[src/hdl/mon_consts.svh]
`ifndef MON_CONSTS_SVH
`define MON_CONSTS_SVH

// ==========================================================================
// Register offsets
`define OFS_CONFIG     8'h00
`define OFS_SHUNT_RES  8'h01
`define OFS_BUS_RES    8'h02
`define OFS_POWER_RES  8'h03
`define OFS_MASK       8'h06
`define OFS_LIMIT      8'h07

// ==========================================================================
// Reset values
`define CONFIG_RESET   16'h0127
`define MASK_RESET     16'h0000
`define LIMIT_RESET    16'h0000

// ==========================================================================
// Mask/enable field positions
`define ME_SHUNT_OVER  15
`define ME_SHUNT_UNDER 14
`define ME_BUS_OVER    13
`define ME_BUS_UNDER   12
`define ME_POWER_OVER  11
`define ME_READY_EN    10
`define ME_VIOL_FLAG   4
`define ME_READY_FLAG  3
`define ME_LEVEL_SEL   1
`define ME_LATCH_EN    0
`define ME_WR_MASK     16'hfc03

// ==========================================================================
// Operating modes
`define MODE_SINGLE    3'h1
`define MODE_CONT      3'h7

// ==========================================================================
// Timing, in microseconds
`define RECOVER_US     14'h0064
`define CT0_US         14'h008c
`define CT1_US         14'h00cc
`define CT2_US         14'h014c
`define CT3_US         14'h024c
`define CT4_US         14'h044c
`define CT5_US         14'h0844
`define CT6_US         14'h103c
`define CT7_US         14'h2034

`endif

[src/hdl/mon_pkg.sv]
package mon_pkg;

  // ========================================================================
  // Carriers
  typedef struct packed {
    logic       rst;
    logic [2:0] rsvd;
    logic [2:0] avg;
    logic [2:0] bus_ct;
    logic [2:0] shunt_ct;
    logic [2:0] mode;
  } cfg_t;

  typedef struct packed {
    logic        wr;
    logic        rd;
    logic [7:0]  addr;
    logic [15:0] wdata;
  } reg_req_t;

  typedef struct packed {
    logic [15:0] shunt;
    logic [15:0] bus;
    logic [15:0] power;
  } sample_t;

  typedef enum logic [2:0] {
    SEL_NONE,
    SEL_SHUNT_OVER,
    SEL_SHUNT_UNDER,
    SEL_BUS_OVER,
    SEL_BUS_UNDER,
    SEL_POWER_OVER
  } check_sel_t;

endpackage : mon_pkg

[src/hdl/conv_timer.sv]
`timescale 1ns/1ps
module conv_timer #(
  parameter int CYCLES_PER_US = 100
) (
  input  wire logic        i_clk,
  input  wire logic        i_rst_n,
  input  wire logic        i_start,
  input  wire logic [13:0] i_us,
  output logic             o_done
);

  logic [15:0] div_q;
  logic [13:0] us_q;
  logic        run_q;
  wire         tick = (div_q == 16'(CYCLES_PER_US - 1));

  // ========================================================================
  // Microsecond enable, then down count; restart discards a running count
  always_ff @(posedge i_clk) begin
    if (!i_rst_n || i_start) begin
      div_q <= 16'h0000;
    end else if (tick) begin
      div_q <= 16'h0000;
    end else begin
      div_q <= div_q + 16'h0001;
    end
  end

  always_ff @(posedge i_clk) begin
    if (!i_rst_n) begin
      us_q   <= 14'h0000;
      run_q  <= 1'b0;
      o_done <= 1'b0;
    end else begin
      o_done <= 1'b0;
      if (i_start) begin
        us_q  <= i_us;
        run_q <= 1'b1;
      end else if (run_q && tick) begin
        if (us_q <= 14'h0001) begin
          run_q  <= 1'b0;
          o_done <= 1'b1;
        end
        us_q <= us_q - 14'h0001;
      end
    end
  end

endmodule : conv_timer

[src/hdl/mon_ctrl.sv]
`timescale 1ns/1ps
`include "mon_consts.svh"
// Overview of operation
// - Five limit checks, each enabled by its own mask bit.
// - Highest enabled check bit wins; lower ones ignored.
// - Alert asserts when active check violates the threshold register.
// - Shunt checks compare after every single shunt conversion.
// - Bus checks compare after every bus conversion, setting flag and alert.
// - Power check compares new power after every bus conversion.
// - Checks use single samples, never the averaged result.
// - Violation flag bit D4 goes high when the active check is violated.
// - Alert active level follows the level select bit D1.
// - Latched flag and alert clear on config write or mask read.
// - Ready enable also signals completion; software reads D3 and D4.
// - Ready enable clear: alert reflects limit violations only.
// - Mode 111 repeats shunt then bus conversions continuously.
// - Mode 001 write starts one set; rewrite needed for each further.
// - Ready flag sets once all samples and averaging finish.
// - Ready clears on non-power-down config write or mask read.
// - Power-down stops conversions; 100 us recovery when leaving.
// - Reset returns all registers to defaults; reset bit D15 leaves the result registers holding their values.
// - Separate shunt and bus conversion times plus averaging count.
// - Result registers readable anytime, hold last completed cycle.
// - Samples accumulate; averages load to results only at the end.
module mon_ctrl
  import mon_pkg::*;
#(
  parameter int CYCLES_PER_US = 100
) (
  input  wire logic              I_REF_CLK,
  input  wire logic              I_RST_N,
  input  wire mon_pkg::reg_req_t I_REG_REQ,
  input  wire mon_pkg::sample_t  I_SAMPLE,
  output mon_pkg::sample_t       O_RESULT,
  output logic [15:0]            O_REG_RDATA,
  output logic                   O_SHUNT_CONV,
  output logic                   O_BUS_CONV,
  output logic                   O_ALERT_O,
  output logic                   O_ALERT_OE
);
  import mon_pkg::*;

  typedef enum logic [1:0] {ST_IDLE, ST_RECOVER, ST_SHUNT, ST_BUS} state_t;

  // ========================================================================
  // Lookups
  function automatic logic [13:0] ct_us(input logic [2:0] code);
    case (code)
      3'h0:    ct_us = `CT0_US;
      3'h1:    ct_us = `CT1_US;
      3'h2:    ct_us = `CT2_US;
      3'h3:    ct_us = `CT3_US;
      3'h4:    ct_us = `CT4_US;
      3'h5:    ct_us = `CT5_US;
      3'h6:    ct_us = `CT6_US;
      default: ct_us = `CT7_US;
    endcase
  endfunction : ct_us

  // Averaging counts are powers of two, so division is a shift
  function automatic logic [3:0] avg_shift(input logic [2:0] code);
    case (code)
      3'h0:    avg_shift = 4'h0;
      3'h1:    avg_shift = 4'h2;
      3'h2:    avg_shift = 4'h4;
      3'h3:    avg_shift = 4'h6;
      3'h4:    avg_shift = 4'h7;
      3'h5:    avg_shift = 4'h8;
      3'h6:    avg_shift = 4'h9;
      default: avg_shift = 4'ha;
    endcase
  endfunction : avg_shift

  function automatic logic mode_active(input logic [2:0] m);
    mode_active = (m == `MODE_CONT) || (m == `MODE_SINGLE);
  endfunction : mode_active

  // ========================================================================
  // Registers
  cfg_t        cfg_q;
  logic [15:0] me_q;
  logic [15:0] limit_q;
  logic        aff_q;
  logic        conversion_ready_flag_q;
  logic        pd_q;
  logic        kick_q;
  state_t      state_q;
  state_t      state_d;
  logic [10:0] cnt_q;
  logic [26:0] acc_sh_q;
  logic [26:0] acc_bus_q;
  logic [26:0] acc_pw_q;

  // ========================================================================
  // Register access decode
  wire   cfg_wr  = I_REG_REQ.wr && (I_REG_REQ.addr == `OFS_CONFIG);
  wire   me_wr   = I_REG_REQ.wr && (I_REG_REQ.addr == `OFS_MASK);
  wire   lim_wr  = I_REG_REQ.wr && (I_REG_REQ.addr == `OFS_LIMIT);
  wire   me_rd   = I_REG_REQ.rd && (I_REG_REQ.addr == `OFS_MASK);
  wire   soft_rst = cfg_wr && I_REG_REQ.wdata[15];
  cfg_t  cfg_new;
  assign cfg_new = soft_rst ? cfg_t'(`CONFIG_RESET)
                            : cfg_t'(I_REG_REQ.wdata & 16'h0fff);
  wire   new_act = mode_active(cfg_new.mode);

  // ========================================================================
  // Active check selection, highest enabled bit first
  check_sel_t sel;
  assign sel = me_q[`ME_SHUNT_OVER]  ? SEL_SHUNT_OVER  :
               me_q[`ME_SHUNT_UNDER] ? SEL_SHUNT_UNDER :
               me_q[`ME_BUS_OVER]    ? SEL_BUS_OVER    :
               me_q[`ME_BUS_UNDER]   ? SEL_BUS_UNDER   :
               me_q[`ME_POWER_OVER]  ? SEL_POWER_OVER  : SEL_NONE;

  // ========================================================================
  // Conversion timer
  logic        tmr_start;
  logic [13:0] tmr_us;
  logic        tmr_done;

  conv_timer #(
    .CYCLES_PER_US (CYCLES_PER_US)
  ) u_timer (
    .i_clk   (I_REF_CLK),
    .i_rst_n (I_RST_N),
    .i_start (tmr_start),
    .i_us    (tmr_us),
    .o_done  (tmr_done)
  );

  // ========================================================================
  // Sample handling: sums for averaging, checks on single results
  wire sh_done  = (state_q == ST_SHUNT) && tmr_done;
  wire bus_done = (state_q == ST_BUS) && tmr_done;
  wire [26:0] sh_sum  = acc_sh_q + 27'(signed'(I_SAMPLE.shunt));
  wire [26:0] bus_sum = acc_bus_q + 27'(I_SAMPLE.bus);
  wire [26:0] pw_sum  = acc_pw_q + 27'(I_SAMPLE.power);
  wire [3:0]  shift   = avg_shift(cfg_q.avg);
  wire        last    = bus_done && (cnt_q == ~(11'h7ff << shift));

  wire sh_over  = signed'(I_SAMPLE.shunt) > signed'(limit_q);
  wire sh_under = signed'(I_SAMPLE.shunt) < signed'(limit_q);
  wire bus_over = I_SAMPLE.bus > limit_q;
  wire bus_undr = I_SAMPLE.bus < limit_q;
  wire pw_over  = I_SAMPLE.power > limit_q;

  // Shunt checks after each shunt sample, bus and power after each bus one
  wire chk_ev = (sh_done && (sel == SEL_SHUNT_OVER
                          || sel == SEL_SHUNT_UNDER))
             || (bus_done && (sel == SEL_BUS_OVER
                          || sel == SEL_BUS_UNDER
                          || sel == SEL_POWER_OVER));
  wire viol = (sel == SEL_SHUNT_OVER  && sh_over)
           || (sel == SEL_SHUNT_UNDER && sh_under)
           || (sel == SEL_BUS_OVER    && bus_over)
           || (sel == SEL_BUS_UNDER   && bus_undr)
           || (sel == SEL_POWER_OVER  && pw_over);

  // ========================================================================
  // Sequencer
  always_comb begin
    state_d   = state_q;
    tmr_start = 1'b0;
    tmr_us    = ct_us(cfg_q.shunt_ct);
    if (cfg_wr) begin
      if (!new_act) begin
        state_d = ST_IDLE;
      end else if (pd_q) begin
        state_d   = ST_RECOVER;
        tmr_start = 1'b1;
        tmr_us    = `RECOVER_US;
      end else begin
        state_d   = ST_SHUNT;
        tmr_start = 1'b1;
        tmr_us    = ct_us(cfg_new.shunt_ct);
      end
    end else begin
      case (state_q)
        ST_IDLE: begin
          if (kick_q && mode_active(cfg_q.mode)) begin
            state_d   = ST_SHUNT;
            tmr_start = 1'b1;
          end
        end
        ST_RECOVER: begin
          if (tmr_done) begin
            state_d   = ST_SHUNT;
            tmr_start = 1'b1;
          end
        end
        ST_SHUNT: begin
          if (tmr_done) begin
            state_d   = ST_BUS;
            tmr_start = 1'b1;
            tmr_us    = ct_us(cfg_q.bus_ct);
          end
        end
        ST_BUS: begin
          if (tmr_done) begin
            if (!last || cfg_q.mode == `MODE_CONT) begin
              state_d   = ST_SHUNT;
              tmr_start = 1'b1;
            end else begin
              state_d = ST_IDLE;
            end
          end
        end
        default: state_d = ST_IDLE;
      endcase
    end
  end

  always_ff @(posedge I_REF_CLK) begin
    if (!I_RST_N) begin
      state_q <= ST_IDLE;
      kick_q  <= 1'b1;
      pd_q    <= 1'b0;
    end else begin
      state_q <= state_d;
      kick_q  <= 1'b0;
      if (cfg_wr && !new_act) begin
        pd_q <= 1'b1;
      end else if (state_q == ST_RECOVER && tmr_done) begin
        pd_q <= 1'b0;
      end
    end
  end

  // ========================================================================
  // Accumulators and result registers
  always_ff @(posedge I_REF_CLK) begin
    if (!I_RST_N || cfg_wr) begin
      cnt_q     <= 11'h000;
      acc_sh_q  <= 27'h0000000;
      acc_bus_q <= 27'h0000000;
      acc_pw_q  <= 27'h0000000;
    end else if (last) begin
      cnt_q     <= 11'h000;
      acc_sh_q  <= 27'h0000000;
      acc_bus_q <= 27'h0000000;
      acc_pw_q  <= 27'h0000000;
    end else begin
      if (sh_done) begin
        acc_sh_q <= sh_sum;
      end
      if (bus_done) begin
        acc_bus_q <= bus_sum;
        acc_pw_q  <= pw_sum;
        cnt_q     <= cnt_q + 11'h001;
      end
    end
  end

  // Only a complete set updates the results
  always_ff @(posedge I_REF_CLK) begin
    if (!I_RST_N) begin
      O_RESULT <= '0;
    end else if (last) begin
      O_RESULT.shunt <= 16'(signed'(acc_sh_q) >>> shift);
      O_RESULT.bus   <= 16'(bus_sum >> shift);
      O_RESULT.power <= 16'(pw_sum >> shift);
    end
  end

  // ========================================================================
  // Control registers
  always_ff @(posedge I_REF_CLK) begin
    if (!I_RST_N || soft_rst) begin
      cfg_q   <= cfg_t'(`CONFIG_RESET);
      me_q    <= `MASK_RESET;
      limit_q <= `LIMIT_RESET;
    end else begin
      if (cfg_wr) begin
        cfg_q <= cfg_new;
      end
      if (me_wr) begin
        me_q <= I_REG_REQ.wdata & `ME_WR_MASK;
      end
      if (lim_wr) begin
        limit_q <= I_REG_REQ.wdata;
      end
    end
  end

  // ========================================================================
  // Flags; a set in the clearing cycle wins
  wire rdy_clr = (cfg_wr && new_act) || me_rd;
  wire aff_clr = cfg_wr || me_rd;

  always_ff @(posedge I_REF_CLK) begin
    if (!I_RST_N) begin
      conversion_ready_flag_q <= 1'b0;
      aff_q  <= 1'b0;
    end else begin
      if (last) begin
        conversion_ready_flag_q <= 1'b1;
      end else if (rdy_clr) begin
        conversion_ready_flag_q <= 1'b0;
      end
      if (chk_ev && viol) begin
        aff_q <= 1'b1;
      end else if (chk_ev && !me_q[`ME_LATCH_EN]) begin
        aff_q <= 1'b0;
      end else if (aff_clr) begin
        aff_q <= 1'b0;
      end
    end
  end

  // ========================================================================
  // Alert pin, open drain: pulls low while driving
  wire alert_act = aff_q
                || (me_q[`ME_READY_EN] && conversion_ready_flag_q);
  assign O_ALERT_O  = 1'b0;
  assign O_ALERT_OE = me_q[`ME_LEVEL_SEL] ? !alert_act : alert_act;

  assign O_SHUNT_CONV = (state_q == ST_SHUNT);
  assign O_BUS_CONV   = (state_q == ST_BUS);

  // ========================================================================
  // Read data
  wire [15:0] me_rd_val = {me_q[15:10], 5'h00, aff_q, conversion_ready_flag_q,
                           1'b0, me_q[`ME_LEVEL_SEL], me_q[`ME_LATCH_EN]};
  wire [15:0] rd_mux =
    (I_REG_REQ.addr == `OFS_CONFIG)    ? 16'(cfg_q)    :
    (I_REG_REQ.addr == `OFS_SHUNT_RES) ? O_RESULT.shunt :
    (I_REG_REQ.addr == `OFS_BUS_RES)   ? O_RESULT.bus   :
    (I_REG_REQ.addr == `OFS_POWER_RES) ? O_RESULT.power :
    (I_REG_REQ.addr == `OFS_MASK)      ? me_rd_val      :
    (I_REG_REQ.addr == `OFS_LIMIT)     ? limit_q        : 16'h0000;

  always_ff @(posedge I_REF_CLK) begin
    if (!I_RST_N) begin
      O_REG_RDATA <= 16'h0000;
    end else if (I_REG_REQ.rd) begin
      O_REG_RDATA <= rd_mux;
    end
  end

endmodule : mon_ctrl

[config.mk]
export PLATFORM = sky130hd
export DESIGN_NAME = mon_ctrl
export DESIGN_NICKNAME = d
export VERILOG_FILES = /design/src/hdl/mon_pkg.sv /design/src/hdl/conv_timer.sv /design/src/hdl/mon_ctrl.sv
export VERILOG_INCLUDE_DIRS = /design/src /design/src/hdl
export SDC_FILE = /design/constraint.sdc
export NUM_CORES = 1
export LEC_CHECK = 0
export ABC_CLOCK_PERIOD_IN_PS = 7350
export BUFFER_PORTS_ARGS = -buffer_cell sky130_fd_sc_hd__buf_2
export CORE_UTILIZATION = 60
export DETAILED_ROUTE_END_ITERATION = 7
export PLACE_DENSITY = 0.77
export SLEW_MARGIN = 20
export SYNTH_ARGS = -nofsm -noshare
export SYNTH_HDL_FRONTEND = slang
export SYNTH_HIERARCHICAL = 1
export SYNTH_SLANG_ARGS = --single-unit
[constraint.sdc]
create_clock -name I_REF_CLK -period 7.35 [get_ports I_REF_CLK]
set_clock_uncertainty 0.2 [all_clocks]
set_input_delay 0.3675 -clock I_REF_CLK [delete_from_list [all_inputs] [get_ports I_REF_CLK]]
set_output_delay 0.3675 -clock I_REF_CLK [all_outputs]
set_load 0.01 [all_outputs]
==> results.md, run 1 <==
* Port bufs at about 140
* Site Rows at 61
* Synth cell types at 102
* Reg2reg end: u_timer/div_q[13]
* Drt wl/cell at about 23 µm
* Worst reg2reg path depth at 16
* Die area at about 0.030 mm²
* Pins Over Slew Limit at 0
* Clock Path Buffers at 3
* Reg power frac at 42.2%
* CP startpoint: cfg_q[10]
* Nets at 2595
* Comb pwr share at 12.6%
* Fin. Hold Viols at 0
* Power per cell area at approximately 160 mW/mm²
* CTS tree: done
* Vias after detailed routing at 18754
* Int Pwr at approximately 2.2 mW
* Clock share of power at a little under half
* Placed cell count at between 2000 and 3000
* Clock slew at reported path FFs at ~60 ps
* Pin count of the biggest net entering global routing at 61
* Critical path class: reg -> reg
* # DRC at 0
* Final period utilization at 72.3%
* Worst EP arrival at 5570 ps
* Syn-to-layout area delta at 11.0%
* Setup Fix Bufs, Post-CTS at 0
* CTS buffer count at 27
* Tmin final at between 5000 and 6000 ps
* Die W at approximately 170 µm
* Yosys top cell area share at 26.4%
* Fin cells at 2804
* Yosys reg bits at 228
* Clock root buffer: clkbuf_16
* Crit path launch type: flip-flop
* Placed inst area at 0.0181 mm²
* Commonest non-fill, non-tap cell in the layout: nand2_1
* Largest family of logic cells by synthesized area: compound AO/OA/AOI/OAI gates
* Post-synthesis mux area share at about 4.3%
* Tightest Hold Check Type: in -> reg
* Share of layout cells above drive strength 1 at 11.7%
* Max Fanout on Critical Path at 46
* Worst setup path end: u_timer/div_q[13]
* Hold Path Stages at 4
* Sequential cell area at 0.00457 mm²
* EDFF count, synth at 0
* Worst skew pair latency at 550 ps
* Compound-Gate Fraction of Synth Area at 26.9%
* Sum of negative setup slack at 0 ps
* Final hold slack at 22.6 ps
* Synth Area in Simple Gates at 23.9%
* Die height at ~170 µm
* Max Freq at 0.188 GHz
* Vias in the first global route at roughly 17000
* GP Congestion at between 1 and 1.5
* Cell Area, Synth at ~0.017 mm²
* Routed Antenna Nets at 0
* Initial antenna violation count at 4
* Initial DRC count at 2737
* Dominant synthesized flop cell: dfxtp_1
* Synth top area cells: dfxtp_1 (26%), ha_1 (8.3%), nand2_1 (6.8%)
* YS warnings at 6
* Max cap viols at 0
* Initial core utilization at 61.6%
* Global-route usage over all layers at 42.1%
* Status: finished clean
* Leak at 7.41 nW
* Launch point of the worst reg-to-reg path: cfg_q[10]
* Switching pwr at 824 µW
* Sequential element share of the synthesized area at 26.4%
* CP endpoint kind: flip-flop
* Post-synth top area cell: dfxtp_1
* GR Overflow Total at 0
* Adder-Cell Fraction of Synth Area at 8.66%
* Multi-input logic area at 0.0120 mm²
* Max VDD drop at 0.168 mV
* Final Cell Area at 0.0192 mm²
* Hold_sp: I_SAMPLE[32]
* Max_slew headroom at 25.9%
* First-pass GRT wire length at 95900 µm
* Total Power at 3.04 mW
* Fillers at 2486
* Most frequent cells in the layout: nand2_1 (313), nor2_1 (264), dfxtp_1 (225), a21oi_1 (219), o21ai_0 (157)
* RSZ-0062 raised after global routing: false
* Via/cell ratio at 6.69
* H-tree levels at 1
* Syn avg cell area at 7.41 µm²
* Worst path required time at between 7000 and 8000 ps
* DR pass1 iterations at 6
* Hpwl dp at 46900 µm
* Switching Share at 27.1%
* Synthesized instance count at between 2000 and 2500
* Synth async-reset ratio at 0%
* Core footprint at 0.0281 mm²
* Total wire length at 63500 µm
* R2R Setup Slk at between 2000 and 2500 ps
* Sink Count at 228
* I/O pin count at 144
* Least-Margin Pin Slew at 1100 ps
* Final Setup Violations at 0
* Post-Synth XOR/XNOR Area at 5.10%
area by class of cell:
| class | instances | share of cell area [%] |
|---|---|---|
| Antenna cell | 6 | 0.0781 |
| Clock inverter | 12 | 0.749 |
| Clock buffer | 36 | 3.90 |
| Multi-Input combinational cell | 1904 | 62.3 |
| Timing Repair Buffer | 184 | 5.65 |
| Tap cell | 378 | 2.46 |
| Sequential cell | 228 | 23.8 |
| Inverter | 56 | 1.09 |
Yosys cell counts (48+ instances only):
| master | instances |
|---|---|
| nand3_1 | 64 |
| mux2i_1 | 48 |
| inv_1 | 54 |
| a211oi_1 | 48 |
| ha_1 | 115 |
| clkbuf_1 | 118 |
| a21oi_1 | 219 |
| dfxtp_1 | 228 |
| nor2_1 | 265 |
| o21ai_0 | 157 |
| xnor2_1 | 60 |
| nor3_1 | 65 |
| nand2_1 | 315 |
critical path, cell delays in order, from the launching register on:
cell	delay, ps
dfxtp_2	570
buf_4	520
inv_2	330
o21ai_0	160
a32oi_1	130
or3_1	430
nor3_2	100
buf_4	310
nand2_1	110
a21oi_1	160
nor3b_1	70
a41oi_1	150
a21boi_0	120
buf_4	260
inv_1	530
nand3_1	650
a21oi_1	340
worst min path at each step:
stage	endpoint	slack (ps)
floorplan	acc_bus_q[0]	240
finish	acc_sh_q[0]	20
detailed placement	acc_pw_q[7]	250
CTS	acc_sh_q[0]	10
global route	acc_sh_q[0]	40
global placement	acc_pw_q[4]	250
power by group through the flow:
stage | clock, mW | sequential [mW] | combinational, mW
global route | 1.43 | 1.28 | 0.416
floorplan | 0 | 1.30 | 0.251
global placement | 0 | 1.31 | 0.353
detailed placement | 0 | 1.31 | 0.363
CTS | 1.38 | 1.28 | 0.372
finish | 1.38 | 1.28 | 0.382
registers in the layout, indices dropped and copies added, names as in the netlist, 2 cells and up:
signal / count
O_RESULT: 48
u_timer/us_q: 14
acc_sh_q: 27
state_q: 2
acc_bus_q: 26
cfg_q: 12
cnt_q: 11
acc_pw_q: 26
me_q: 8
u_timer/div_q: 16
O_REG_RDATA: 16
limit_q: 16
metal layers:
layer  GRT usage, %  up-vias  routed length [µm]
met5              0        -                   0
met4           17.6        0                2660
met3           11.9      189                7930
met2           62.9     1140               26900
met1           56.6     8773               26000
li1               -     8652                   -
kinds of logic (layout without fill, tap and decap cells):
logic type	count (synthesis)	count (layout)
and+or+nand+nor	894	894
AOI/OAI and AO/OA	719	719
DFF	228	228
buffers and inverters	205	288
adders and majority gates	118	118
xor gates and xnor gates	100	100
muxes	69	69
other	2	10
per-stage QoR:
stage	worst slack, ps	util (%)
6_report	2030	68.4
3_3_place_gp	2410	64.5
4_1_cts	2190	68.2
2_1_floorplan	3920	-
5_1_grt	1750	68.4
3_5_place_dp	2200	64.5
repair_timing:
item	4_1_cts	5_1_grt
gates resized for setup	0	0
hold endpoints to repair	33	0
hold buffers	16	0
Note: power is estimated with default switching activity, not from simulation.
==> inputs of run 2 (changes only) <==
--- a/config.mk
+++ b/config.mk
@@ -6,11 +6,11 @@
 export SDC_FILE = /design/constraint.sdc
 export NUM_CORES = 1
 export LEC_CHECK = 0
-export ABC_CLOCK_PERIOD_IN_PS = 7350
+export ABC_CLOCK_PERIOD_IN_PS = 4650
 export BUFFER_PORTS_ARGS = -buffer_cell sky130_fd_sc_hd__buf_2
-export CORE_UTILIZATION = 60
+export CORE_UTILIZATION = 56
 export DETAILED_ROUTE_END_ITERATION = 7
-export PLACE_DENSITY = 0.77
+export PLACE_DENSITY = 0.75
 export SLEW_MARGIN = 20
 export SYNTH_ARGS = -nofsm -noshare
 export SYNTH_HDL_FRONTEND = slang
==> constraint.sdc (replaced) <==
create_clock -name I_REF_CLK -period 4.65 [get_ports I_REF_CLK]
set_clock_uncertainty 0.2 [all_clocks]
set_input_delay 0.2325 -clock I_REF_CLK [delete_from_list [all_inputs] [get_ports I_REF_CLK]]
set_output_delay 0.2325 -clock I_REF_CLK [all_outputs]
set_load 0.01 [all_outputs]
==> run 2 against run 1 <==
Against the previous run:
- the flow now finishes with violations (design-rule violations)
- critical endpoint unchanged
- largest power group unchanged
- worst setup slack got worse by 1500 ps
- sequential cell count unchanged
- register-to-register slack got worse by 1500 ps
==> results.md, run 2 (same netlist as run 1, synthesis figures left out) <==
* Tightest Hold Check Type: in -> reg
* Setup Fix Bufs, Post-CTS at 0
* Die W at 178 µm
* Fin cells at about 2800
* # DRC at 14
* Vias after detailed routing at 18865
* Pins Over Slew Limit at 0
* Max Freq at approximately 0.25 GHz
* Max Fanout on Critical Path at 27
* RSZ-0062 raised after global routing: false
* Drt wl/cell at 22.4 µm
* Clock Path Buffers at 3
* Port bufs at 142
* Tmin final at 4080 ps
* Final hold slack at 46.7 ps
* Sum of negative setup slack at 0 ps
* Most frequent cells in the layout: nand2_1 (314), nor2_1 (265), dfxtp_1 (225), a21oi_1 (219), o21ai_0 (157)
* Placed inst area at 0.0183 mm²
* Multi-input logic area at 0.0120 mm²
* Total Power at between 4 and 5 mW
* Largest registers: O_RESULT (48), acc_sh_q (27)
* Initial DRC count at between 2000 and 3000
* Leak at 7.49 nW
* First-pass GRT wire length at 96500 µm
* Max reg flops at 48
* CTS tree: done
* Final period utilization at ~90%
* Worst path required time at 4920 ps
* Placed cell count at about 2800
* Fillers at 2783
* R2R Setup Slk at 570 ps
* Final WS setup at 569 ps
* Sink Count at about 230
* Worst skew pair latency at 550 ps
* Site Rows at 64
* Commonest non-fill, non-tap cell in the layout: nand2_1
* Hpwl dp at 46500 µm
* Vias in the first global route at 16800
* Failing checks: design-rule violations
* Max cap viols at 0
* Total wire length at 63600 µm
* Power per cell area at 244 mW/mm²
* Least-Margin Pin Slew at 1060 ps
* H-tree levels at 1
* Crit path launch type: flip-flop
* Die area at 0.0316 mm²
* Core footprint at 0.0305 mm²
* Final Setup Violations at 0
* GP Congestion at 0.999
* Global-route usage over all layers at 39.2%
* Worst EP arrival at 4350 ps
* Routed Antenna Nets at 0
* CP endpoint kind: flip-flop
* Fin. Hold Viols at 0
* DR pass1 iterations at 8
* Most flops, register: O_RESULT
* I/O pin count at roughly 140
* Via/cell ratio at 6.65
* Share of layout cells above drive strength 1 at 12.0%
* Clock slew at reported path FFs at 70 ps
* Critical path class: reg -> reg
* Status: finished, violations left
* Final Util at a little under two thirds
* Max_slew headroom at 29.1%
* Nets at approximately 2600
* Syn-to-layout area delta at 11.9%
* Initial antenna violation count at 5
* Initial core utilization at 56.7%
* Sequential cell area at between 0.004 and 0.005 mm²
* CTS buffer count at 26
* Die height at about 180 µm
* Pre-CTS WS at 679 ps
* GR Overflow Total at 0
* Clock root buffer: clkbuf_16
* Pin count of the biggest net entering global routing at 91
* Max VDD drop at 0.266 mV
* Final Cell Area at 0.0194 mm²
run 2: path summary, 6_finish.rpt:
path,startpoint,end,cells after the start
setup / recovery,cfg_q[11],u_timer/div_q[13],13
hold reg to reg,acc_pw_q[6],acc_pw_q[6],2
setup reg to reg,cfg_q[11],u_timer/div_q[13],13
hold / removal,I_SAMPLE[17],acc_bus_q[1],4
run 2: area by class of cell:
| cell class | instances | share of cell area, % |
|---|---|---|
| multi-input combinational | 1904 | 61.8 |
| clock buffer | 37 | 3.83 |
| clock inverter | 7 | 0.530 |
| sequential | 228 | 23.6 |
| antenna | 4 | 0.0517 |
| tap | 396 | 2.56 |
| inverter | 56 | 1.09 |
| timing repair buffer | 206 | 6.58 |
run 2: per-layer routing:
layer / part of all wire (%) / wire, µm / GRT usage (%) / up-vias
li1: - / - / - / 8676
met1: 42 / 26600 / 52.8 / 8929
met2: 42 / 27000 / 59.5 / 1075
met3: 11 / 6890 / 8.50 / 183
met4: 4.7 / 2980 / 17.5 / 2
met5: 0.16 / 104 / 2.40 / -
run 2: power breakdown:
part / switching (mW) / internal [mW] / leakage [nW]
Sequential: 0.0407 / 1.99 / 1.84
Combinational: 0.376 / 0.232 / 5.23
Clock: 0.875 / 1.22 / 0.411
Total: 1.29 / 3.44 / 7.49
run 2: critical path, stage by stage (launching register included):
cell,delay (ps)
dfxtp_2,530
buf_4,350
xor2_1,110
o22a_1,180
or3_1,330
nor3_2,210
nand2_1,120
a21oi_1,160
nor3b_1,60
a41oi_1,150
a21boi_0,140
inv_1,520
nand3_1,640
a21oi_1,290
run 2: timing repair:
| action | CTS | global route |
|---|---|---|
| hold buffers | 23 | 0 |
| resized for setup | 0 | 0 |
| endpoints found under the hold margin | 41 | 0 |
